### src/verilog/prds_pkg.sv
package prds_pkg;
   ////////////////////////////////////////////////////////////////////
   // register map, byte addresses on the avalon slave
   localparam int         ADDR_W       = 5;
   localparam logic [4:0] OFS_MODE     = 5'h00;
   localparam logic [4:0] OFS_SHUT     = 5'h04;
   localparam logic [4:0] OFS_DLY      = 5'h08;
   localparam logic [4:0] OFS_STEER    = 5'h0c;
   localparam logic [4:0] OFS_IRQ_STAT = 5'h10;
   localparam logic [4:0] OFS_IRQ_MASK = 5'h14;
   localparam logic [4:0] OFS_STATUS   = 5'h18;
   ////////////////////////////////////////////////////////////////////
   // values after reset
   localparam logic [5:0] RST_MODE  = 6'h00;
   localparam logic [7:0] RST_SHUT  = 8'h00;
   localparam logic [7:0] RST_DLY   = 8'h00;
   localparam logic [4:0] RST_STEER = 5'h01;
   localparam logic [1:0] RST_IRQ   = 2'h0;
   ////////////////////////////////////////////////////////////////////
   // field codes and positions
   localparam logic [1:0] MODE_PWM   = 2'h3;
   localparam logic [1:0] CFG_SINGLE = 2'h0;
   localparam int         IRQ_SHUT   = 0;
   localparam int         IRQ_RESUME = 1;
   localparam int         DLY_W      = 7;
   ////////////////////////////////////////////////////////////////////
   typedef struct packed {
      logic [1:0] output_config;
      logic [3:0] module_mode_select;
   } prds_mode_t;
   typedef struct packed {
      logic       shutdown_event_status;
      logic [2:0] shutdown_source_select;
      logic [1:0] shutdown_state_pair_ac;
      logic [1:0] shutdown_state_pair_bd;
   } prds_shut_t;
   typedef struct packed {
      logic             auto_restart_enable;
      logic [DLY_W-1:0] activation_delay_count;
   } prds_dly_t;
   typedef struct packed {
      logic       steer_sync;
      logic [3:0] steer_enable;
   } prds_steer_t;
   typedef struct packed {
      logic [3:0] drive;
      logic [3:0] oe;
   } prds_pin_t;
   typedef enum logic [1:0] {
      ST_RUN,
      ST_SHUT,
      ST_RESUME
   } prds_state_t;
endpackage : prds_pkg

### src/verilog/prds_top.sv
// The Avalon-MM register port and the address map were decided locally.
`timescale 1ns/1ps
// How it works
// - with auto restart on, the flag clears once the trip cause is gone.
// - auto restart off keeps pins shut until software clears the flag.
// - each rise to active is held back by the 7-bit delay count in cycles.
// - with sync set, steering waits for the period start, else next cycle.
// - a steered pin carries the waveform with mode-select polarity.
// - a pin with its steering enable clear is handed back to the port.
// - steering enables act only in pwm mode with single-output configuration.
// - bits 7 to 5 of the steering register read zero and ignore writes.
// - a selected trip source sets the flag and pins hold shutdown while set.
// - source select picks comparator one/two high or fault low; 000 none.
// - in shutdown pairs a/c and b/d drive 0 for 00, 1 for 01, off for 1x.
// - mode-select bit 1 inverts pins a and c, bit 0 inverts pins b and d.
module prds_top
   import prds_pkg::*;
(
   input  wire logic                      clk_in,
   input  wire logic                      nrst_in,
   input  wire logic [prds_pkg::ADDR_W-1:0] avs_address_in,
   input  wire logic                      avs_read_in,
   input  wire logic                      avs_write_in,
   input  wire logic [31:0]               avs_writedata_in,
   input  wire logic [3:0]                avs_byteenable_in,
   output logic      [31:0]               avs_readdata_out,
   output logic                           avs_waitrequest_out,
   input  wire logic                      pwm_raw_in,
   input  wire logic                      period_start_in,
   input  wire logic                      comparator_one_output_in,
   input  wire logic                      comparator_two_output_in,
   input  wire logic                      fault_input_in,
   input  wire prds_pkg::prds_pin_t       port_pins_in,
   output prds_pkg::prds_pin_t            pwm_pins_out,
   output logic                           irq_out
);
   import prds_pkg::*;

   ////////////////////////////////////////////////////////////////////
   // register state
   prds_mode_t  mode_q;
   prds_shut_t  shut_q;
   prds_dly_t   dly_q;
   prds_steer_t steer_q;
   logic [3:0]  applied_q;
   logic [1:0]  stat_q;
   logic [1:0]  mask_q;
   logic        ack_q;
   logic [31:0] rdata_q;
   prds_state_t state_q;
   logic        flag_d;
   prds_state_t state_d;

   ////////////////////////////////////////////////////////////////////
   // avalon slave: one wait cycle, then the access completes
   wire req     = avs_read_in | avs_write_in;
   wire wr_fire = avs_write_in & ack_q & avs_byteenable_in[0];
   wire [7:0] wb = avs_writedata_in[7:0];
   wire wr_mode  = wr_fire & (avs_address_in == OFS_MODE);
   wire wr_shut  = wr_fire & (avs_address_in == OFS_SHUT);
   wire wr_dly   = wr_fire & (avs_address_in == OFS_DLY);
   wire wr_steer = wr_fire & (avs_address_in == OFS_STEER);
   wire wr_stat  = wr_fire & (avs_address_in == OFS_IRQ_STAT);
   wire wr_mask  = wr_fire & (avs_address_in == OFS_IRQ_MASK);

   assign avs_waitrequest_out = req & ~ack_q;
   assign avs_readdata_out    = rdata_q;

   // read mux; unmapped offsets read zero
   logic [7:0] rd_mux;
   always_comb begin
      case (avs_address_in)
         OFS_MODE:     rd_mux = {mode_q.output_config, 2'h0,
                                 mode_q.module_mode_select};
         OFS_SHUT:     rd_mux = shut_q;
         OFS_DLY:      rd_mux = dly_q;
         OFS_STEER:    rd_mux = {3'h0, steer_q};
         OFS_IRQ_STAT: rd_mux = {6'h0, stat_q};
         OFS_IRQ_MASK: rd_mux = {6'h0, mask_q};
         OFS_STATUS:   rd_mux = {3'h0, state_q != ST_RUN, applied_q};
         default:      rd_mux = 8'h00;
      endcase
   end

   // read data is caught in the wait cycle and held until the next read
   always_ff @(posedge clk_in or negedge nrst_in) begin
      if (!nrst_in) begin
         ack_q   <= 1'b0;
         rdata_q <= 32'h0;
      end else begin
         ack_q <= req & ~ack_q;
         if (avs_read_in & ~ack_q)
            rdata_q <= {24'h0, rd_mux};
      end
   end

   ////////////////////////////////////////////////////////////////////
   // configuration registers
   always_ff @(posedge clk_in or negedge nrst_in) begin
      if (!nrst_in) begin
         mode_q  <= RST_MODE;
         dly_q   <= RST_DLY;
         steer_q <= RST_STEER;
         mask_q  <= RST_IRQ;
      end else begin
         if (wr_mode)
            mode_q <= {wb[7:6], wb[3:0]};
         if (wr_dly)
            dly_q <= wb;
         if (wr_steer)
            steer_q <= wb[4:0]; // upper bits dropped
         if (wr_mask)
            mask_q <= wb[1:0];
      end
   end

   ////////////////////////////////////////////////////////////////////
   // trip sources: bit 0 comparator one, bit 1 comparator two,
   // bit 2 fault pin low; code 000 selects nothing
   wire [2:0] src = {~fault_input_in, comparator_two_output_in,
                     comparator_one_output_in};
   wire trip = |(shut_q.shutdown_source_select & src);

   // shutdown flag: a trip always wins over any clear
   always_comb begin
      flag_d = shut_q.shutdown_event_status;
      if (trip)
         flag_d = 1'b1;
      else if (wr_shut)
         flag_d = wb[7];
      else if (dly_q.auto_restart_enable)
         flag_d = 1'b0;
   end

   always_ff @(posedge clk_in or negedge nrst_in) begin
      if (!nrst_in) begin
         shut_q <= RST_SHUT;
      end else begin
         shut_q.shutdown_event_status <= flag_d;
         if (wr_shut)
            shut_q[6:0] <= wb[6:0];
      end
   end

   ////////////////////////////////////////////////////////////////////
   // restart sequencing: once the flag clears, waveform comes back at
   // the next period start so no runt pulse reaches the bridge
   always_comb begin
      state_d = state_q;
      case (state_q)
         ST_RUN:
            if (shut_q.shutdown_event_status)
               state_d = ST_SHUT;
         ST_SHUT:
            if (!shut_q.shutdown_event_status)
               state_d = ST_RESUME;
         ST_RESUME:
            if (shut_q.shutdown_event_status)
               state_d = ST_SHUT;
            else if (period_start_in)
               state_d = ST_RUN;
         default:
            state_d = ST_SHUT;
      endcase
   end

   always_ff @(posedge clk_in or negedge nrst_in) begin
      if (!nrst_in)
         state_q <= ST_RUN;
      else
         state_q <= state_d;
   end

   // shutdown takes effect with the flag, without waiting for the fsm
   wire shut_act = shut_q.shutdown_event_status
                 | (state_q != ST_RUN);

   ////////////////////////////////////////////////////////////////////
   // interrupt status: sticky, write one to clear, set wins
   wire [1:0] ev;
   assign ev[IRQ_SHUT]   = flag_d & ~shut_q.shutdown_event_status;
   assign ev[IRQ_RESUME] = (state_q == ST_RESUME) & (state_d == ST_RUN);

   always_ff @(posedge clk_in or negedge nrst_in) begin
      if (!nrst_in)
         stat_q <= RST_IRQ;
      else
         stat_q <= ev | (stat_q & ~({2{wr_stat}} & wb[1:0]));
   end

   assign irq_out = |(stat_q & mask_q);

   ////////////////////////////////////////////////////////////////////
   // activation delay: rises wait out the count, falls pass at once
   logic             raw_q;
   logic             act_q;
   logic [DLY_W-1:0] cnt_q;
   wire raw_rise = pwm_raw_in & ~raw_q;

   always_ff @(posedge clk_in or negedge nrst_in) begin
      if (!nrst_in) begin
         raw_q <= 1'b0;
         act_q <= 1'b0;
         cnt_q <= '0;
      end else begin
         raw_q <= pwm_raw_in;
         if (!pwm_raw_in) begin
            act_q <= 1'b0;
            cnt_q <= '0;
         end else if (raw_rise) begin
            // zero count goes active with no extra cycles
            act_q <= (dly_q.activation_delay_count == '0);
            cnt_q <= dly_q.activation_delay_count;
         end else if (cnt_q != '0) begin
            cnt_q <= cnt_q - 1'b1;
            act_q <= (cnt_q == 7'h01);
         end
      end
   end

   ////////////////////////////////////////////////////////////////////
   // steering update: immediate or at period start
   always_ff @(posedge clk_in or negedge nrst_in) begin
      if (!nrst_in)
         applied_q <= RST_STEER[3:0];
      else if (!steer_q.steer_sync || period_start_in)
         applied_q <= steer_q.steer_enable;
   end

   wire pwm_mode   = mode_q.module_mode_select[3:2] == MODE_PWM;
   wire steer_mode = pwm_mode
                   & (mode_q.output_config == CFG_SINGLE);
   // outside steering the enables are ignored; pwm mode modulates pin a
   // alone, other modes modulate none; bridge modes belong to another block
   wire [3:0] pin_en = !pwm_mode  ? 4'h0
                     : steer_mode ? applied_q
                     :              4'h1;

   ////////////////////////////////////////////////////////////////////
   // pin drivers, registered so the pads see no decode glitches
   prds_pin_t pin_d;
   prds_pin_t pin_q;

   genvar gi;
   generate
      for (gi = 0; gi < 4; gi++) begin : g_pin
         // a and c share polarity and shutdown state, b and d likewise
         wire       pol = (gi % 2 == 0) ? mode_q.module_mode_select[1]
                                        : mode_q.module_mode_select[0];
         wire [1:0] pss = (gi % 2 == 0) ? shut_q.shutdown_state_pair_ac
                                        : shut_q.shutdown_state_pair_bd;
         always_comb begin
            if (!pin_en[gi]) begin
               pin_d.drive[gi] = port_pins_in.drive[gi];
               pin_d.oe[gi]    = port_pins_in.oe[gi];
            end else if (shut_act) begin
               pin_d.drive[gi] = pss[0] & ~pss[1];
               pin_d.oe[gi]    = ~pss[1];
            end else begin
               pin_d.drive[gi] = act_q ^ pol;
               pin_d.oe[gi]    = 1'b1;
            end
         end
      end
   endgenerate

   always_ff @(posedge clk_in or negedge nrst_in) begin
      if (!nrst_in)
         pin_q <= '0;
      else
         pin_q <= pin_d;
   end

   assign pwm_pins_out = pin_q;

   // cycles the raw waveform has been high, for the delay check
   logic [7:0] hi_q;
   always_ff @(posedge clk_in or negedge nrst_in) begin
      if (!nrst_in)
         hi_q <= 8'h0;
      else if (!pwm_raw_in)
         hi_q <= 8'h0;
      else if (hi_q != 8'hff)
         hi_q <= hi_q + 8'h01;
   end
endmodule : prds_top

### config.mk
export PLATFORM = sky130hd
export DESIGN_NAME = prds_top
export DESIGN_NICKNAME = d
export VERILOG_FILES = /design/src/verilog/prds_pkg.sv /design/src/verilog/prds_top.sv
export SDC_FILE = /design/constraint.sdc
export NUM_CORES = 1
export LEC_CHECK = 0
export ABC_AREA = 1
export BUFFER_PORTS_ARGS = -buffer_cell sky130_fd_sc_hd__clkbuf_2
export CAP_MARGIN = 15
export CORE_MARGIN = 1
export CORE_UTILIZATION = 47
export DETAILED_ROUTE_END_ITERATION = 8
export PLACE_DENSITY = 0.74
export SYNTH_ARGS = -nofsm -noshare
export SYNTH_HDL_FRONTEND = slang
export SYNTH_SLANG_ARGS = --single-unit
### constraint.sdc
create_clock -name clk_in -period 3.8 [get_ports clk_in]
set_input_delay 0.19 -clock clk_in [delete_from_list [all_inputs] [get_ports clk_in]]
set_output_delay 0.19 -clock clk_in [all_outputs]
set_load 0.01 [all_outputs]
==> impl_metrics.py <==
metrics = {
    "yosys": {
        "ys_warn_count": 0,
        "synth.distinct_cells": 33,
        "syn_inst": 417,
        "synth_seq_cells": 63,
        "synthTopCellsByArea": "dfrtp_1 (45%), nand2_1 (14%), buf_4 (5.5%)",
        "syn_area_mm2": 0.00339,
        "synth_commonest_cells": "nand2_1 (123), dfrtp_1 (61), inv_1 (41)",
        "synth_edf_count": 0,
        "ys.flop_type": "dfrtp_1",
        "post-synth-top-count-cell": "nand2_1",
        "async_reset_ff_share_pct": 100,
        "yosysSeqAreaShare_pct": 46.6,
        "avgSynthCellArea_um2": 8.13,
        "yosys.area.top_type": "dfrtp_1",
        "yosys.area.top_type_share_pct": 45.0,
    },
    "die": {
        "start_util_pct": 49.4,
        "core_mm2": 0.00687,
        "rows": 30,
        "io_pins": 100,
        "die_w_um": 86.9,
        "chipHeight_um": 86.9,
        "die_area_mm2": 0.00756,
    },
    "timing": {
        "period_needed_ps": 1640,
        "setup-tns-final_ps": 0,
        "rsz0062_at_grt": "no",
        "hold_violations": 0,
        "hold_slack_ps": 49.2,
        "slew_violations": 0,
        "period_share_pct": 43.1,
        "finClkSkew_ps": 6.10,
        "setup_violations": 0,
        "worst_slack_ps": 2160,
        "fmax_mhz": 610,
        "max_slew_margin_pct": 42.9,
        "max_slew.worst_pin.slew_ps": 857,
    },
    "detailed_routing": {
        "num_vias": 2803,
        "routed_wl_um": 7280,
        "top_layer_used": "met4",
        "dr.first_iter.drc_count": 279,
        "wl_met1_um": 3230,
        "viasPerCell": 4.89,
        "antenna_left": 0,
        "wl_per_cell_um": 12.7,
        "firstDrtPassIters": 4,
        "dr_wl_met2_um": 3570,
        "wl_met3_um": 385,
        "drc": 0,
    },
    "hold_path": {
        "worst_hold_path_type": "primary input to register",
    },
    "run": {
        "maxCapViolCount": 0,
    },
    "grt": {
        "track_usage_pct": 21.9,
        "grt_pass1_vias": 2665,
        "grt_pass1_wl_um": 12600,
        "grt-ovfl-total": 0,
        "grt_max_degree": 33,
        "antenna_found_initial": 0,
    },
    "outcome": {
        "status": "finished, final reports clean",
    },
    "cells_and_area": {
        "n_antenna_cell": 0,
        "fin_area_mm2": 0.00380,
        "final_cells": 573,
        "nNetsFinal": 532,
        "syn_to_final_growth_pct": 12.2,
        "drive_above_1_share_pct": 21.4,
        "fin_util_pct": 55.4,
    },
    "critical_path": {
        "start_kind": "register",
        "cp-end-kind": "register",
        "crit_fanout": 7,
        "cp.required_ps": 4040,
        "critical_path_class": "register to register",
        "cp_data_arrival_time_ps": 1880,
    },
    "clock_tree": {
        "cts_resized": 0,
        "cts.path.max_buffers": 2,
        "htreeDepth": 3,
        "cts_buffers": 9,
        "clock_latency_ps": 340,
        "root_buffer": "clkbuf_8",
        "clock-sinks": 63,
        "clkTransAtPathRegs_ps": 70,
        "cts_tree": "done",
        "postCtsHoldBufs": 2,
        "post_cts_buffers": 0,
    },
    "power_and_ir_drop": {
        "pwr-share-seq_pct": 48.1,
        "switching_power_uw": 541,
        "p_clk_share_pct": 30.3,
        "p_comb_share_pct": 21.6,
        "vdd_drop_max_mv": 0.282,
        "p_int_mw": 1.16,
        "power_switching_share_pct": 31.8,
        "finalPower_mw": 1.70,
        "cellLeakagePower_nw": 2.01,
        "power.density_mw_per_mm2": 447,
    },
    "place": {
        "post-dp-hpwl_um": 5430,
        "dpl-instance-area_mm2": 0.00361,
        "gp_congestion": 0.854,
        "dp_slack_ps": 2210,
        "portBuffers": 48,
        "dp_cells": 555,
    },
}
## power by group through the flow
stage	registers [mW]	clock network, mW	logic [mW]
4_1_cts	0.817	0.527	0.369
3_3_place_gp	0.824	0	0.352
6_report	0.818	0.516	0.367
5_1_grt	0.829	0.565	0.420
2_1_floorplan	0.815	0	0.280
3_5_place_dp	0.828	0	0.365
## cell families (layout without fill, tap and decap cells)
logic type               count (synthesis)  count (layout)  share of synthesized area (%)
adder cells (fa/ha/maj)                  2               2                          0.738
flip-flops                              63              63                           46.6
AO/OA/AOI/OAI                           63              63                           11.5
buffers and inverters                   78             115                           12.1
AND/OR/NAND/NOR                        206             206                           27.9
XOR/XNOR                                 4               4                           1.03
other                                    1              24                          0.111
## layer usage
| layer | vias to the layer above | GRT usage (%) |
|---|---|---|
| li1 | 1400 | - |
| met1 | 1299 | 29.4 |
| met2 | 94 | 35.2 |
| met3 | 10 | 5.50 |
| met4 | 0 | 6.36 |
| met5 | - | 0 |
## registers in the layout (all words and copies together) (netlist names), 2 cells and up
name / cells
pwm_pins_out: 8
applied_q: 4
shut_q: 4
mode_q: 4
stat_q: 2
mask_q: 2
state_q: 2
g_pin.pss: 4
g_pin.pol: 2
cnt_q: 7
steer_q: 5
avs_readdata_out: 8
dly_q: 8
## cell type report
cell class	count	area, µm²
repair buffers	51	268
flip-flops and latches	63	1580
clock inverters	1	5.00
inverters	48	180
well taps	96	120
clock buffers	15	166
fillers	665	3060
multi-input cells	299	1490
## placed cells by master, fill, tap and decap left out, types with 3 or more instances in the layout
cell | netlist | routed
clkbuf_1 | 0 | 4
conb_1 | 1 | 24
nor2_1 | 29 | 29
a21oi_1 | 7 | 7
o21ai_2 | 16 | 16
o21ai_1 | 16 | 16
inv_2 | 7 | 7
clkbuf_8 | 0 | 11
xor2_1 | 4 | 4
nand2_1 | 123 | 123
nor2_4 | 3 | 3
dfrtp_1 | 61 | 61
nand2_4 | 3 | 3
clkbuf_2 | 0 | 48
nand4_1 | 19 | 19
nand3_1 | 14 | 14
nand2_2 | 3 | 3
nor2_2 | 5 | 5
o21ai_0 | 17 | 17
inv_1 | 41 | 41
## path summary, 6_finish.rpt
kind	slack, ps	depth (start not counted)	end	startpoint
max	2160	8	cnt_q[1]	cnt_q[0]
min	50	3	pwm_pins_out[1]	port_pins_in[1]
max reg2reg	2160	8	cnt_q[1]	cnt_q[0]
min reg2reg	460	1	ack_q	ack_q
max in group asynchronous	2380	3	dly_q[0]	nrst_in
min in group asynchronous	490	2	g_pin[0].pss[1]	nrst_in
## worst max-delay path, cell delays in order (launching register included)
cell and delay, ps:
dfrtp_1 400, inv_1 110, ha_1 200, nand2_1 80
nor2_1 180, nor3b_4 340, nand2_1 80, o21ai_1 80
inv_1 50
Power figures use the tool's default switching activity.
